[src/hw/event_counter_pkg.sv]
/*
 * Constants for the dual event counter block: register indices and byte
 * addresses, control bit positions, reset values and timing counts.
 * Assumes a 100 MHz core clock and a 32-bit AHB-Lite register bus.
 */
package event_counter_pkg;

    // ****************************************
    // Timing
    // ****************************************
    localparam int CLK_PERIOD_NS = 10;
    localparam int PULSE_MARGIN_NS = 500;
    localparam int PULSE_MIN_CYCLES = 2 + (PULSE_MARGIN_NS + CLK_PERIOD_NS - 1) / CLK_PERIOD_NS;

    // ****************************************
    // Register map
    // ****************************************
    localparam int IDX_RTC_CTRL = 'h20;
    localparam int IDX_CTRL = 'h40;
    localparam int IDX_C1_LOW = 'h41;
    localparam int IDX_C1_HIGH = 'h42;
    localparam int IDX_C2_LOW = 'h43;
    localparam int IDX_C2_HIGH = 'h44;
    localparam logic [11:0] ADDR_RTC_CTRL = 12'(IDX_RTC_CTRL * 4);
    localparam logic [11:0] ADDR_CTRL = 12'(IDX_CTRL * 4);
    localparam logic [11:0] ADDR_C1_LOW = 12'(IDX_C1_LOW * 4);
    localparam logic [11:0] ADDR_C1_HIGH = 12'(IDX_C1_HIGH * 4);
    localparam logic [11:0] ADDR_C2_LOW = 12'(IDX_C2_LOW * 4);
    localparam logic [11:0] ADDR_C2_HIGH = 12'(IDX_C2_HIGH * 4);

    // ****************************************
    // Control fields
    // ****************************************
    localparam int BIT_RUN_ONE = 7;
    localparam int BIT_IEN_ONE = 6;
    localparam int BIT_FLAG_ONE = 4;
    localparam int BIT_RUN_TWO = 3;
    localparam int BIT_IEN_TWO = 2;
    localparam int BIT_FLAG_TWO = 0;
    localparam int BIT_RTC_FLAG = 1;
    localparam int BIT_RTC_IEN = 0;

    // ****************************************
    // Reset values
    // ****************************************
    localparam logic [7:0] CTRL_RESET = 8'h00;
    localparam logic [1:0] RTC_RESET = 2'h0;
    localparam logic [15:0] COUNT_RESET = 16'h0000;
    localparam logic [15:0] COUNT_MAX = 16'hffff;
    localparam logic [31:0] DATA_ZERO = 32'h00000000;
    localparam logic [1:0] HRESP_OKAY = 2'h0;

endpackage

[src/hw/pulse_edge_sync.sv]
/*
 * Three-stage synchroniser with falling edge detection for a pin input.
 * Assumes the pin is asynchronous to mclk; a change counts once stages
 * two and three agree.
 */
`timescale 1ns/1ps
module pulse_edge_sync (
    input wire logic mclk,
    input wire logic rst_n,
    input wire logic pinIn,
    output logic levelOut,
    output logic fallPulse
);

    logic stage1_reg;
    logic stage2_reg;
    logic stage3_reg;
    logic level_reg;
    logic fall_reg;

    // ****************************************
    // Synchroniser chain
    // ****************************************
    always_ff @(posedge mclk or negedge rst_n) begin
        if (!rst_n) begin
            stage1_reg <= 1'b1;
            stage2_reg <= 1'b1;
            stage3_reg <= 1'b1;
        end else begin
            stage1_reg <= pinIn;
            stage2_reg <= stage1_reg;
            stage3_reg <= stage2_reg;
        end
    end

    // ****************************************
    // Settled level and falling edge
    // ****************************************
    always_ff @(posedge mclk or negedge rst_n) begin
        if (!rst_n) begin
            level_reg <= 1'b1;
            fall_reg <= 1'b0;
        end else begin
            fall_reg <= (stage2_reg == stage3_reg) && !stage3_reg && level_reg;
            if (stage2_reg == stage3_reg) begin
                level_reg <= stage3_reg;
            end
        end
    end

    assign levelOut = level_reg;
    assign fallPulse = fall_reg;

    one_fall_a: assert property (@(posedge mclk) disable iff (!rst_n) fall_reg |=> !fall_reg)
        else $error("falling edge reported twice");

endmodule

[src/hw/event_counter_unit.sv]
/*
 * One 16-bit event counter with byte-wide load and overflow detection.
 * Assumes one-cycle edge pulses and byte write strobes on mclk.
 */
`timescale 1ns/1ps
module event_counter_unit (
    input wire logic mclk,
    input wire logic rst_n,
    input wire logic runEnable,
    input wire logic irqEnable,
    input wire logic fallEdge,
    input wire logic writeLow,
    input wire logic writeHigh,
    input wire logic [7:0] writeByte,
    output logic [15:0] countValue,
    output logic overflowSet
);

    logic [15:0] count_reg;
    logic suppress_reg;
    logic stepNow;
    logic wrapNow;

    // A write takes the cycle; an edge in it is lost
    assign stepNow = runEnable && fallEdge && !writeLow && !writeHigh;
    assign wrapNow = stepNow && (count_reg == event_counter_pkg::COUNT_MAX);
    assign overflowSet = wrapNow && irqEnable && !suppress_reg;

    // ****************************************
    // Counter
    // ****************************************
    always_ff @(posedge mclk or negedge rst_n) begin
        if (!rst_n) begin
            count_reg <= event_counter_pkg::COUNT_RESET;
        end else if (writeLow) begin
            count_reg[7:0] <= writeByte;
        end else if (writeHigh) begin
            count_reg[15:8] <= writeByte;
        end else if (stepNow) begin
            count_reg <= count_reg + 16'h0001;
        end
    end

    // ****************************************
    // Zero reached by wrap or reset
    // ****************************************
    always_ff @(posedge mclk or negedge rst_n) begin
        if (!rst_n) begin
            suppress_reg <= 1'b1;
        end else if (stepNow) begin
            suppress_reg <= wrapNow;
        end
    end

    assign countValue = count_reg;

    wrap_quiet_a: assert property (@(posedge mclk) disable iff (!rst_n)
        (suppress_reg && wrapNow) |-> !overflowSet)
        else $error("overflow flagged after preset from reset or wrap zero");

endmodule

[src/hw/dual_event_counter.sv]
/*
 * Dual event counter with control register, clock tick flag and interrupt
 * combining, reached over an AHB-Lite slave. Assumes one slave on the bus
 * (hready equals hreadyout), core status inputs synchronous to mclk and a
 * one-cycle tick pulse from the clock divider on mclk.
 */
`timescale 1ns/1ps
module dual_event_counter (
    input wire logic mclk,
    input wire logic rst_n,
    input wire logic hsel,
    input wire logic [31:0] haddr,
    input wire logic [1:0] htrans,
    input wire logic hwrite,
    input wire logic [2:0] hsize,
    input wire logic [31:0] hwdata,
    input wire logic hready,
    output logic [31:0] hrdata,
    output logic hreadyout,
    output logic hresp,
    input wire logic countOnePulseIn,
    input wire logic countTwoPulseIn,
    input wire logic externalIrqPin,
    input wire logic rtcTickEvent,
    input wire logic extIrqEnable,
    input wire logic inService,
    input wire logic idleMode,
    input wire logic stopMode,
    output logic irqToCore,
    output logic derivIrqService,
    output logic wakeUp
);

    logic [7:0] ctrl_reg;
    logic [7:0] ctrl_next;
    logic [1:0] rtc_reg;
    logic [1:0] rtc_next;
    logic wrPend_reg;
    logic rdPend_reg;
    logic [11:0] addr_reg;
    logic addrHigh_reg;
    logic [31:0] hrdata_reg;
    logic hreadyout_reg;
    logic irqToCore_reg;
    logic derivService_reg;
    logic wakeUp_reg;
    logic addrPhase;
    logic wrCtrl;
    logic wrRtc;
    logic [7:0] wByte;
    logic [7:0] readByte;
    logic [1:0] fallEdge;
    logic [1:0] pinIn;
    logic [1:0] overflowSet;
    logic [1:0] wrLow;
    logic [1:0] wrHigh;
    logic [15:0] countVal [2];
    logic extLevel;
    logic extPending;
    logic derivReq;

    // ****************************************
    // AHB-Lite address phase capture
    // ****************************************
    assign addrPhase = hsel && htrans[1] && hready;
    assign wByte = hwdata[7:0];

    always_ff @(posedge mclk or negedge rst_n) begin
        if (!rst_n) begin
            wrPend_reg <= 1'b0;
            rdPend_reg <= 1'b0;
            addr_reg <= 12'h000;
            addrHigh_reg <= 1'b0;
        end else begin
            wrPend_reg <= addrPhase && hwrite;
            rdPend_reg <= addrPhase && !hwrite;
            if (addrPhase) begin
                addr_reg <= {haddr[11:2], 2'h0};
                addrHigh_reg <= |haddr[31:12];
            end
        end
    end

    // Reads wait one cycle so a write just before is visible
    always_ff @(posedge mclk or negedge rst_n) begin
        if (!rst_n) begin
            hreadyout_reg <= 1'b1;
            hrdata_reg <= event_counter_pkg::DATA_ZERO;
        end else begin
            hreadyout_reg <= !(addrPhase && !hwrite);
            if (rdPend_reg) begin
                hrdata_reg <= {24'h000000, readByte};
            end
        end
    end

    always_comb begin
        readByte = 8'h00;
        if (!addrHigh_reg) begin
            unique case (addr_reg)
                event_counter_pkg::ADDR_CTRL: readByte = ctrl_reg;
                event_counter_pkg::ADDR_RTC_CTRL: readByte = {6'h00, rtc_reg};
                event_counter_pkg::ADDR_C1_LOW: readByte = countVal[0][7:0];
                event_counter_pkg::ADDR_C1_HIGH: readByte = countVal[0][15:8];
                event_counter_pkg::ADDR_C2_LOW: readByte = countVal[1][7:0];
                event_counter_pkg::ADDR_C2_HIGH: readByte = countVal[1][15:8];
                default: readByte = 8'h00;
            endcase
        end
    end

    assign wrCtrl = wrPend_reg && !addrHigh_reg && (addr_reg == event_counter_pkg::ADDR_CTRL);
    assign wrRtc = wrPend_reg && !addrHigh_reg && (addr_reg == event_counter_pkg::ADDR_RTC_CTRL);
    assign wrLow[0] = wrPend_reg && !addrHigh_reg && (addr_reg == event_counter_pkg::ADDR_C1_LOW);
    assign wrHigh[0] = wrPend_reg && !addrHigh_reg && (addr_reg == event_counter_pkg::ADDR_C1_HIGH);
    assign wrLow[1] = wrPend_reg && !addrHigh_reg && (addr_reg == event_counter_pkg::ADDR_C2_LOW);
    assign wrHigh[1] = wrPend_reg && !addrHigh_reg && (addr_reg == event_counter_pkg::ADDR_C2_HIGH);

    // ****************************************
    // Counter channels
    // ****************************************
    assign pinIn[0] = countOnePulseIn;
    assign pinIn[1] = countTwoPulseIn;

    generate
        for (genvar ch = 0; ch < 2; ch++) begin : gen_chan
            localparam int RUN_BIT = (ch == 0) ? event_counter_pkg::BIT_RUN_ONE : event_counter_pkg::BIT_RUN_TWO;
            localparam int IEN_BIT = (ch == 0) ? event_counter_pkg::BIT_IEN_ONE : event_counter_pkg::BIT_IEN_TWO;
            pulse_edge_sync u_sync (
                .mclk(mclk),
                .rst_n(rst_n),
                .pinIn(pinIn[ch]),
                .levelOut(),
                .fallPulse(fallEdge[ch])
            );
            event_counter_unit u_count (
                .mclk(mclk),
                .rst_n(rst_n),
                .runEnable(ctrl_reg[RUN_BIT]),
                .irqEnable(ctrl_reg[IEN_BIT]),
                .fallEdge(fallEdge[ch]),
                .writeLow(wrLow[ch]),
                .writeHigh(wrHigh[ch]),
                .writeByte(wByte),
                .countValue(countVal[ch]),
                .overflowSet(overflowSet[ch])
            );
        end
    endgenerate

    // ****************************************
    // Counter control register
    // ****************************************
    always_comb begin
        ctrl_next = ctrl_reg;
        if (wrCtrl) begin
            ctrl_next[event_counter_pkg::BIT_RUN_ONE] = wByte[event_counter_pkg::BIT_RUN_ONE];
            ctrl_next[event_counter_pkg::BIT_IEN_ONE] = wByte[event_counter_pkg::BIT_IEN_ONE];
            ctrl_next[event_counter_pkg::BIT_RUN_TWO] = wByte[event_counter_pkg::BIT_RUN_TWO];
            ctrl_next[event_counter_pkg::BIT_IEN_TWO] = wByte[event_counter_pkg::BIT_IEN_TWO];
            ctrl_next[event_counter_pkg::BIT_FLAG_ONE] = wByte[event_counter_pkg::BIT_FLAG_ONE];
            ctrl_next[event_counter_pkg::BIT_FLAG_TWO] = wByte[event_counter_pkg::BIT_FLAG_TWO];
        end
        // Hardware set wins over a software clear
        if (overflowSet[0]) begin
            ctrl_next[event_counter_pkg::BIT_FLAG_ONE] = 1'b1;
        end
        if (overflowSet[1]) begin
            ctrl_next[event_counter_pkg::BIT_FLAG_TWO] = 1'b1;
        end
        ctrl_next[5] = 1'b0;
        ctrl_next[1] = 1'b0;
    end

    always_ff @(posedge mclk or negedge rst_n) begin
        if (!rst_n) begin
            ctrl_reg <= event_counter_pkg::CTRL_RESET;
        end else begin
            ctrl_reg <= ctrl_next;
        end
    end

    // ****************************************
    // Clock tick flag and enable
    // ****************************************
    always_comb begin
        rtc_next = rtc_reg;
        if (wrRtc) begin
            rtc_next[event_counter_pkg::BIT_RTC_IEN] = wByte[event_counter_pkg::BIT_RTC_IEN];
            rtc_next[event_counter_pkg::BIT_RTC_FLAG] = wByte[event_counter_pkg::BIT_RTC_FLAG];
        end
        if (rtcTickEvent) begin
            rtc_next[event_counter_pkg::BIT_RTC_FLAG] = 1'b1;
        end
    end

    always_ff @(posedge mclk or negedge rst_n) begin
        if (!rst_n) begin
            rtc_reg <= event_counter_pkg::RTC_RESET;
        end else begin
            rtc_reg <= rtc_next;
        end
    end

    // ****************************************
    // Interrupt combining and wake
    // ****************************************
    // Pin idles low; inverted so the high reset level of the chain means no request
    pulse_edge_sync u_ext_sync (
        .mclk(mclk),
        .rst_n(rst_n),
        .pinIn(!externalIrqPin),
        .levelOut(extLevel),
        .fallPulse()
    );

    assign extPending = !extLevel;
    assign derivReq = (ctrl_reg[event_counter_pkg::BIT_FLAG_ONE] && ctrl_reg[event_counter_pkg::BIT_IEN_ONE])
        || (ctrl_reg[event_counter_pkg::BIT_FLAG_TWO] && ctrl_reg[event_counter_pkg::BIT_IEN_TWO])
        || (rtc_reg[event_counter_pkg::BIT_RTC_FLAG] && rtc_reg[event_counter_pkg::BIT_RTC_IEN]);

    always_ff @(posedge mclk or negedge rst_n) begin
        if (!rst_n) begin
            irqToCore_reg <= 1'b0;
            derivService_reg <= 1'b0;
            wakeUp_reg <= 1'b0;
        end else begin
            irqToCore_reg <= extIrqEnable && !inService && (extPending || derivReq);
            derivService_reg <= extIrqEnable && !inService && !extPending && derivReq;
            wakeUp_reg <= (idleMode || stopMode) && derivReq;
        end
    end

    assign hrdata = hrdata_reg;
    assign hreadyout = hreadyout_reg;
    assign hresp = 1'b0;
    assign irqToCore = irqToCore_reg;
    assign derivIrqService = derivService_reg;
    assign wakeUp = wakeUp_reg;

    // ****************************************
    // Checks
    // ****************************************
    run_hold_a: assert property (@(posedge mclk) disable iff (!rst_n)
        (!ctrl_reg[event_counter_pkg::BIT_RUN_ONE] && !wrLow[0] && !wrHigh[0]) |=> $stable(countVal[0]))
        else $error("counter one moved while stopped");
    count_step_a: assert property (@(posedge mclk) disable iff (!rst_n)
        (ctrl_reg[event_counter_pkg::BIT_RUN_TWO] && fallEdge[1] && !wrLow[1] && !wrHigh[1])
        |=> countVal[1] == $past(countVal[1]) + 16'h0001)
        else $error("counter two did not step by one");
    spare_zero_a: assert property (@(posedge mclk) disable iff (!rst_n)
        (ctrl_reg[5] == 1'b0) && (ctrl_reg[1] == 1'b0))
        else $error("unused control bits not zero");
    flag_set_a: assert property (@(posedge mclk) disable iff (!rst_n)
        overflowSet[0] |=> ctrl_reg[event_counter_pkg::BIT_FLAG_ONE])
        else $error("overflow did not raise flag one");
    flag_sticky_a: assert property (@(posedge mclk) disable iff (!rst_n)
        (ctrl_reg[event_counter_pkg::BIT_FLAG_TWO] && !wrCtrl) |=> ctrl_reg[event_counter_pkg::BIT_FLAG_TWO])
        else $error("flag two cleared without software");
    soft_set_a: assert property (@(posedge mclk) disable iff (!rst_n)
        (wrRtc && wByte[event_counter_pkg::BIT_RTC_FLAG] && rtc_reg[event_counter_pkg::BIT_RTC_IEN]
        && wByte[event_counter_pkg::BIT_RTC_IEN] && extIrqEnable && !inService) ##1 (extIrqEnable && !inService)
        |=> irqToCore_reg)
        else $error("software tick did not interrupt");
    irq_gate_a: assert property (@(posedge mclk) disable iff (!rst_n)
        irqToCore_reg |-> $past(extIrqEnable) && !$past(inService))
        else $error("interrupt passed while external interrupt disabled");
    wake_event_a: assert property (@(posedge mclk) disable iff (!rst_n)
        (stopMode && derivReq) |=> wakeUp_reg)
        else $error("enabled event did not wake");
    serve_order_a: assert property (@(posedge mclk) disable iff (!rst_n)
        derivService_reg |-> !$past(extPending) && $past(derivReq))
        else $error("derivative served with external pending");
    read_wait_a: assert property (@(posedge mclk) disable iff (!rst_n)
        (addrPhase && !hwrite) |=> !hreadyout_reg ##1 hreadyout_reg)
        else $error("read data phase not two cycles");
    ext_pass_a: assert property (@(posedge mclk) disable iff (!rst_n)
        (extIrqEnable && !inService && extPending) |=> irqToCore_reg)
        else $error("external request did not reach the core");
    serve_blocked_a: assert property (@(posedge mclk) disable iff (!rst_n)
        inService |=> !irqToCore_reg && !derivService_reg)
        else $error("interrupt passed while a routine runs");
    reset_quiet_a: assert property (@(posedge mclk) disable iff (!rst_n)
        $rose(rst_n) |=> !irqToCore_reg && !derivService_reg && !wakeUp_reg)
        else $error("request raised right after reset");
    tick_set_a: assert property (@(posedge mclk) disable iff (!rst_n)
        rtcTickEvent |=> rtc_reg[event_counter_pkg::BIT_RTC_FLAG])
        else $error("tick did not raise the tick flag");
    wake_idle_a: assert property (@(posedge mclk) disable iff (!rst_n)
        (idleMode && derivReq) |=> wakeUp_reg)
        else $error("enabled event did not end idle");
    flag_two_set_a: assert property (@(posedge mclk) disable iff (!rst_n)
        overflowSet[1] |=> ctrl_reg[event_counter_pkg::BIT_FLAG_TWO])
        else $error("overflow did not raise flag two");
    run_two_hold_a: assert property (@(posedge mclk) disable iff (!rst_n)
        (!ctrl_reg[event_counter_pkg::BIT_RUN_TWO] && !wrLow[1] && !wrHigh[1]) |=> $stable(countVal[1]))
        else $error("counter two moved while stopped");

    wrap_cov: cover property (@(posedge mclk) disable iff (!rst_n) overflowSet[1]);
    wake_cov: cover property (@(posedge mclk) disable iff (!rst_n) wakeUp_reg);
    serve_cov: cover property (@(posedge mclk) disable iff (!rst_n) derivService_reg);
    tick_cov: cover property (@(posedge mclk) disable iff (!rst_n) rtcTickEvent);
    ext_cov: cover property (@(posedge mclk) disable iff (!rst_n) irqToCore_reg && extPending);

endmodule

[config.mk]
export PLATFORM = sky130hd
export DESIGN_NAME = dual_event_counter
export DESIGN_NICKNAME = d
export VERILOG_FILES = /design/src/hw/event_counter_pkg.sv /design/src/hw/pulse_edge_sync.sv /design/src/hw/event_counter_unit.sv /design/src/hw/dual_event_counter.sv
export SDC_FILE = /design/constraint.sdc
export NUM_CORES = 1
export LEC_CHECK = 0
export BUFFER_PORTS_ARGS = -buffer_cell sky130_fd_sc_hd__buf_4
export CORE_MARGIN = 4
export CORE_UTILIZATION = 40
export DETAILED_ROUTE_END_ITERATION = 16
export GPL_TIMING_DRIVEN = 0
export PLACE_DENSITY = 0.73
export SYNTH_ARGS = -nofsm -noshare
export SYNTH_HDL_FRONTEND = slang
export SYNTH_SLANG_ARGS = --single-unit
export TNS_END_PERCENT = 20
[constraint.sdc]
create_clock -name mclk -period 2.5 [get_ports mclk]
set_clock_uncertainty 0.05 [all_clocks]
set_input_delay 0 -clock mclk [delete_from_list [all_inputs] [get_ports mclk]]
set_output_delay 0 -clock mclk [all_outputs]
set_load 0.1 [all_outputs]
==> Word level (Yosys, flattened, before mapping) <==
Cells that the tools add are included.
{ "word_totals": {"ff_bits": 81, "latch_bits": 0, "mem_bits_rw": 0, "rom_bits": 0, "inputBits": 82, "n_memories": 0} }
{ "op_classes": {"addsub": 2, "n_mul": 0, "n_div": 0, "magnitude_cmp": 0, "n_eq_ne": 13, "shifts": 0, "n_mux": 16, "bitwise_logic": 2, "reduce_logical": 65} }
{ "ops": {"columns": ["cell", "n"], "rows": [
  ["2-to-1 mux 8 bit", 7],
  ["equality test 10 x 7 -> 1 bit (second input constant)", 5],
  ["one-hot mux 8 bit (6 select lines)", 1],
  ["logical AND 1 bit", 35],
  ["adder 16 x 1 -> 16 bit (second input constant)", 2],
  ["equality test 16 bit (second input constant)", 2],
  ["2-to-1 mux 16 bit", 2],
  ["OR reduction 20 bit", 1],
  ["zero test 1 bit", 14],
  ["nonzero test 2 bit", 7],
  ["equality test 10 x 6 -> 1 bit (second input constant)", 1],
  ["AND reduction 2 bit", 4],
  ["logical OR 1 bit", 4],
  ["2-to-1 mux 1 bit", 4],
  ["inequality test 2 x 1 -> 1 bit (second input constant)", 2],
  ["equality test 1 bit", 3],
  ["2-to-1 mux 3 bit", 1],
  ["2-to-1 mux 2 bit", 1],
  ["NOT 1 bit", 2]
]} }

==> Logic depth before layout (Yosys ltp) <==
Gate-level depths: netlist of run 1.
{ "depth": {"depth_word": 10, "ltp_mapped": 8} }

==> Hierarchy <==
Synthesis of run 1 repeated with hierarchy kept, for this count alone.
{ "unflattened": {"cells_unflattened": 487, "area_unflattened_um2": 4754.6} }
{ "modules_own_cells": {"columns": ["mod", "n_inst", "cells_each", "area_per_inst_um2", "seq_area_each_um2"], "rows": [
  ["event_counter_unit", 2, 131, 1107.3, 426.7],
  ["dual_event_counter", 1, 195, 2025.7, 827.0],
  ["pulse_edge_sync", 3, 10, 171.4, 130.1]
]} }

==> Worst setup path after synthesis of run 1 <==
No wires, ideal clock.
{ "synth_path": {"path_type": "reg-to-reg", "from": "register addr_reg[6]", "to": "register rtc_reg[0]", "arrival_time_ns": 1.734, "required_time_ns": 2.325, "slack_ns": 0.591, "path_stages_with_launch": 6, "path_buffers": 1, "period_less_slack_ns": 1.909, "cell_sequence": "dfrtp_1 -> nor4_4 -> buf_6 -> nand3_2 -> or4b_4 -> mux2_4"} }
{ "synth_via": {"elab_chain_cells": 2} }
{ "synth_lines": {"columns": ["item", "line", "rtl"], "rows": [
  ["start: declaration", "dual_event_counter.sv:40", "logic [11:0] addr_reg;"],
  ["start signal: assignment", "dual_event_counter.sv:78", "addr_reg <= {haddr[11:2], 2'h0};"],
  ["equality test 10 x 6 -> 1 bit", "dual_event_counter.sv:113", "assign wrRtc = wrPend_reg && !addrHigh_reg && (addr_reg == event_counter_pkg::ADDR_RTC_CTRL);"],
  ["logical AND 1 bit", "dual_event_counter.sv:113", null],
  ["end signal: assignment", "dual_event_counter.sv:199", "rtc_reg <= event_counter_pkg::RTC_RESET;"],
  ["end signal: assignment", "dual_event_counter.sv:201", "rtc_reg <= rtc_next;"],
  ["end: declaration", "dual_event_counter.sv:36", "logic [1:0] rtc_reg;"]
]} }
Every way passes these cells.
A chain may end at the register's enable or synchronous reset.

==> Final worst setup path of run 1 <==
{ "layout_path": {"from": "register addr_reg[4]", "to": "register gen_chan[1].u_count.count_reg[13]"} }
{ "layout_via": {"elab_chain_cells": 7, "word_cells_on_any_way": 12} }
{ "layout_lines": {"columns": ["item", "line", "rtl"], "rows": [
  ["equality test 10 x 7 -> 1 bit", "dual_event_counter.sv:116", "assign wrLow[1] = wrPend_reg && !addrHigh_reg && (addr_reg == event_counter_pkg::ADDR_C2_LOW);"],
  ["logical AND 1 bit", "dual_event_counter.sv:116", null],
  ["zero test 1 bit", "event_counter_unit.sv:25", "assign stepNow = runEnable && fallEdge && !writeLow && !writeHigh;"],
  ["logical AND 1 bit (2 in a row)", "event_counter_unit.sv:25", null],
  ["nonzero test 2 bit (no source line)", null, null],
  ["AND reduction 2 bit (no source line)", null, null],
  ["end signal: assignment", "event_counter_unit.sv:34", "count_reg <= event_counter_pkg::COUNT_RESET;"],
  ["end signal: assignment", "event_counter_unit.sv:38", "count_reg[15:8] <= writeByte;"],
  ["end signal: assignment", "event_counter_unit.sv:40", "count_reg <= count_reg + 16'h0001;"],
  ["end: declaration", "event_counter_unit.sv:19", "logic [15:0] count_reg;"]
]} }
Parallel ways exist; a longest one is shown, timed or not.

==> results of run 1 <==
==> where the power goes <==
| part | total (mW) | switching [mW] | leakage (nW) | internal, mW |
|---|---|---|---|---|
| logic | 0.776 | 0.482 | 1.45 | 0.295 |
| registers | 1.48 | 0.0835 | 0.890 | 1.40 |
| clock network | 0.984 | 0.501 | 0.109 | 0.483 |
==> kinds of logic after synthesis <==
family | Yosys count
and+or+nand+nor | 155
AOI/OAI and AO/OA | 101
DFF | 81
buffers and inverters | 64
muxes | 27
xor gates and xnor gates | 14
adders and majority gates | 5
other | 1
==> repair_timing <==
action	CTS	global route
resized for setup	0	0
endpoints found under the hold margin	118	0
endpoints found under the setup margin	0	0
hold buffers	31	0
==> cells in the final DEF, fill, tap and decap left out, types with 7 or more instances in the layout <==
cell	count
dfrtp_1	66
nand3_1	18
dlygate4sd3_1	31
nand2_1	49
clkbuf_8	11
xnor2_1	8
o21ai_0	37
nand4_1	14
buf_4	91
a21oi_1	15
nor4_1	7
mux2_2	15
o22ai_1	8
clkbuf_1	10
inv_1	18
dfstp_2	15
nor3_1	7
conb_1	25
nor2_1	18
==> worst max-delay path by stage <==
stage               cells after the start  slack, ps                               from                                 end
global placement                        6        430                        addr_reg[3]                         ctrl_reg[0]
floorplan                               5        590                        addr_reg[6]                          rtc_reg[0]
global route                            6        200  gen_chan[0].u_count.countValue[1]  gen_chan[0].u_count.countValue[10]
detailed placement                      6        380  gen_chan[0].u_count.countValue[0]  gen_chan[0].u_count.countValue[10]
finish                                  6        320                        addr_reg[4]  gen_chan[1].u_count.countValue[13]
CTS                                     6        360  gen_chan[0].u_count.countValue[0]  gen_chan[0].u_count.countValue[10]
==> layer usage <==
layer	wire length [um]	global-route usage [%]	up-vias
met1	4920	24.5	1922
met3	771	2.76	32
met5	0	0	-
li1	-	-	1841
met2	5790	30.9	161
met4	395	7.44	0
==> per-stage QoR <==
step / std cells / utilization (%) / hold slack [ps]
global route: 722 / 52.7 / 102
global placement: 675 / 47.9 / 60.3
finish: 722 / 52.7 / 86.9
CTS: 722 / 52.7 / 87.2
detailed placement: 675 / 47.9 / 60.8
floorplan: 472 / - / -346
==> worst register-to-register path, cell delays in order, from the launching register on <==
cell and delay (ps):
dfrtp_1 430, buf_1 430, nor3b_1 360, a21oi_1 90, nor3_1 420, o31ai_1 140, a21o_1 170
==> cell type report <==
| cell class | instances | share of cell area (%) |
|---|---|---|
| Multi-Input combinational cell | 327 | 37.5 |
| Buffer | 46 | 5.33 |
| Sequential cell | 81 | 35.7 |
| Tap cell | 140 | 3.06 |
| Inverter | 18 | 1.18 |
| Timing Repair Buffer | 94 | 13.7 |
| Clock buffer | 12 | 3.08 |
| Clock inverter | 4 | 0.524 |
==> reports/qor.yml, run 1 <==
power_density_mw_per_mm2: 566
fp.dieH_um: 114
synth_area_leaders: "dfrtp_1 37%, dfstp_2 8.8%, buf_4 4.7%"
yosysMostFrequentCell: "dfrtp_1"
cp_num_buf_inv: 1
layout_setup_ws_ps: 323
fin_area_mm2: 0.00573
cts-htree-levels: 3
yosysTopAreaCellShare_pct: 36.9
outcome: "finished clean"
avgSynthCellArea_um2: 10.0
postSynthCellCount: 448
cts_setup_buffers: 0
placed_cell_area_mm2: 0.00522
cts_buffers: 9
grt_pass1_wl_um: 19300
cpLargestDelayFamily: "simple AND/OR/NAND/NOR gates"
multi_input_area_mm2: 0.00215
dpl.hpwl_um: 8600
grt_pass1_vias: 3904
min_path_type: "in -> reg"
cts_tree: "done"
dieWidth_um: 114
seq_area_mm2: 0.00205
gp_congestion: 0.906
reg2reg_to: "gen_chan[1].u_count.countValue[13]"
synth_seq_cells: 81
nFillCells: 961
worst_ep_arrival_time_ps: 2380
worstHoldStart: "htrans[1]"
grt_max_degree: 82
num_io_pins: 119
finalPower_mw: 3.24
antenna_found_initial: 0
synth_seq_area_share_pct: 45.7
synth_mux_area_share_pct: 7.96
ys.flop_type: "dfrtp_1"
r2r-start: "addr_reg[4]"
r2r_slack_ps: 320
globalRouteOverflowTotal: 0
synth_edf_count: 0
cp.required_ps: 2700
finalHoldViolCount: 0
slew_viol_final: 0
ff2ff_path_depth: 6
start_util_pct: 41.1
synth-simple-area-share_pct: 19.6
crit_chain: "buf_1 -> nor3b_1 -> a21oi_1 -> nor3_1 -> o31ai_1 -> a21o_1"
p_leak_nw: 2.45
drt-total-wl_um: 11900
wl_per_cell_um: 16.4
clockBufferDepth: 2
largest_reg_flops: 32
clock-root-buffer: "clkbuf_8"
detail_route.vias_per_cell: 5.48
fmax_mhz: 459
first_pass_iters: 6
port_buffers: 63
ir_drop_mv: 0.282
diodes: 0
clkSinkCount: 81
yosysWarnings: 0
synth_top_family_by_area: "simple AND/OR/NAND/NOR gates"
drtIter0Drc: 460
postRouteAntennaNets: 0
netlist_area_mm2: 0.00448
whs_path_depth: 3
synth_top_area_cell: "dfrtp_1"
rsz0062_at_grt: "no"
drive_above_1_share_pct: 28.0
finalSetupViolations: 0
cpPeakStageDelay_ps: 430
maxCapViolations: 0
post-route-period-util_pct: 87.1
area.growth.synth_to_final_pct: 28.0
dieArea_mm2: 0.0130
synth_cell_type_count: 61
critPathSlowestCell: "dfrtp_1"
track_usage_pct: 18.6
synth_adder_area_share_pct: 1.34
fp-row-count: 38
max_slew_margin_pct: 31.5
coreArea_mm2: 0.0109
worstPathMaxFanout: 10
vias: 3956
nNetsFinal: 663
drc: 0
period_needed_ps: 2180
fin_tns_setup_ps: 0
dpl_worst_slack_ps: 380
crit_type: "reg -> reg"
async_flop_share_pct: 100
worst_skew_pair.late_latency_ps: 350
synth_compound_area_share_pct: 14.3
yosys.area_share.xor_xnor_pct: 2.74
cp-start-kind: "flop"
clk_pin_slew_ps: 90
worst_pin_slew_ps: 1030
hold_end: "addr_reg[8]"
crit_path_end_kind: "flop"
synthTopCellsByCount: "66 x dfrtp_1, 49 x nand2_1, 37 x o21ai_0"
No activity file was read; power rests on OpenSTA's default activity.
==> run 2, diff against run 1 <==
--- a/config.mk
+++ b/config.mk
@@ -7,4 +7,5 @@
 export LEC_CHECK = 0
 export BUFFER_PORTS_ARGS = -buffer_cell sky130_fd_sc_hd__buf_4
+export CAP_MARGIN = 10
 export CORE_MARGIN = 4
 export CORE_UTILIZATION = 40
==> constraint.sdc (replaced) <==
create_clock -name mclk -period 2.5 [get_ports mclk]
set_clock_uncertainty 0.05 [all_clocks]
set_input_delay 0.5 -clock mclk [delete_from_list [all_inputs] [get_ports mclk]]
set_output_delay 0.5 -clock mclk [all_outputs]
set_load 0.1 [all_outputs]
==> reports/qor.yml, run 2 (synthesis gave the netlist of run 1 again) <==
outcome: "finished clean"
drive_above_1_share_pct: 29.6
worst_pin_slew_ps: 1020
coreArea_mm2: 0.0109
cp.required_ps: 2700
worst_skew_pair.late_latency_ps: 350
power_density_mw_per_mm2: 591
finalHoldViolCount: 0
cts_tree: "done"
postRouteAntennaNets: 0
clk_pin_slew_ps: 90
instances_no_fill: 691
worst_ep_arrival_time_ps: 2380
globalRouteOverflowTotal: 0
max_slew_margin_pct: 32.0
fmax_mhz: 459
vias: 3846
finalPower_mw: 3.20
drtIter0Drc: 397
nFillCells: 997
grt_pass1_wl_um: 18600
num_io_pins: 119
slew_viol_final: 0
start_util_pct: 41.1
r2r_slack_ps: 320
cts_resized: 0
whs_path_depth: 2
crit_type: "reg -> reg"
multi_input_area_mm2: 0.00215
dp_cells: 675
cts-htree-levels: 3
dpl.hpwl_um: 8600
gp_congestion: 0.906
ff2ff_path_depth: 6
clockBufferDepth: 2
detail_route.vias_per_cell: 5.57
clock-root-buffer: "clkbuf_8"
area.growth.synth_to_final_pct: 21.1
period_needed_ps: 2180
grt_pass1_vias: 3728
cts_setup_buffers: 0
seq_area_mm2: 0.00205
track_usage_pct: 17.9
wl_per_cell_um: 16.6
finalSetupViolations: 0
fin_tns_setup_ps: 0
maxCapViolations: 0
crit_path_end_kind: "flop"
cts_hold_buf: 0
p_leak_nw: 2.32
cp-start-kind: "flop"
drt-total-wl_um: 11500
largest_reg_flops: 32
clkSinkCount: 81
dieArea_mm2: 0.0130
dieWidth_um: 114
grt_max_degree: 82
rsz0062_at_grt: "no"
ir_drop_mv: 0.279
fp-row-count: 38
port_buffers: 63
min_path_type: "in -> reg"
drc: 0
antenna_found_initial: 0
final_common_cell: "buf_4"
fp.dieH_um: 114
first_pass_iters: 5
final_cell_mix: "91 x buf_4, 66 x dfrtp_1, 49 x nand2_1, 37 x o21ai_0, 25 x conb_1"
worstPathMaxFanout: 10
diodes: 0
nNetsFinal: 632
cts_buffers: 9
post-route-period-util_pct: 87.2
## run 2: cell count changes in the layout (fill, tap and decap cells not counted)
cell and delta:
dlygate4sd3_1 -31
## run 2: worst paths after layout
path / startpoint / end
max: addr_reg[4] / gen_chan[1].u_count.countValue[13]
min reg2reg: gen_chan[0].u_sync.stage1_reg / gen_chan[0].u_sync.stage2_reg
max in group asynchronous: rst_n / gen_chan[0].u_count.countValue[5]
min in group asynchronous: rst_n / gen_chan[1].u_count.countValue[12]
max reg2reg: addr_reg[4] / gen_chan[1].u_count.countValue[13]
min: externalIrqPin / u_ext_sync.stage1_reg
## run 2: area by class of cell
cell class / instances / area share [%]
Inverter: 18 / 1.25
Clock inverter: 4 / 0.554
Timing Repair Buffer: 63 / 8.72
Clock buffer: 12 / 3.25
Buffer: 46 / 5.63
Sequential cell: 81 / 37.7
Multi-Input combinational cell: 327 / 39.6
Tap cell: 140 / 3.23
## run 2: stage by stage
stage / setup WS, ps / hold slack (ps) / cell area [um^2] / util (%)
after floorplan: 591 / 154 / 4570 / -
after global placement: 426 / 295 / 5220 / 47.9
after detailed placement: 380 / 297 / 5220 / 47.9
after CTS: 358 / 187 / 5420 / 49.8
after global routing: 201 / 182 / 5420 / 49.8
final: 320 / 200 / 5420 / 49.8
## run 2: where the power goes
part | total (mW) | switching, mW | internal (mW)
Combinational | 0.738 | 0.474 | 0.264
Sequential | 1.48 | 0.0837 | 1.40
Clock | 0.982 | 0.499 | 0.483
## run 2: metal layers
metal	vias up	share of wire [%]	global-route usage, %
li1	1776	-	-
met4	0	3.3	6.97
met5	-	0	0
met2	161	48	29.1
met3	30	7.0	3.02
met1	1879	42	24.0
## run 2: worst max-delay path, cell delays in order (launching register included)
cell	delay [ps]
dfrtp_1	420
buf_1	440
nor3b_1	360
a21oi_1	90
nor3_1	420
o31ai_1	140
a21o_1	170
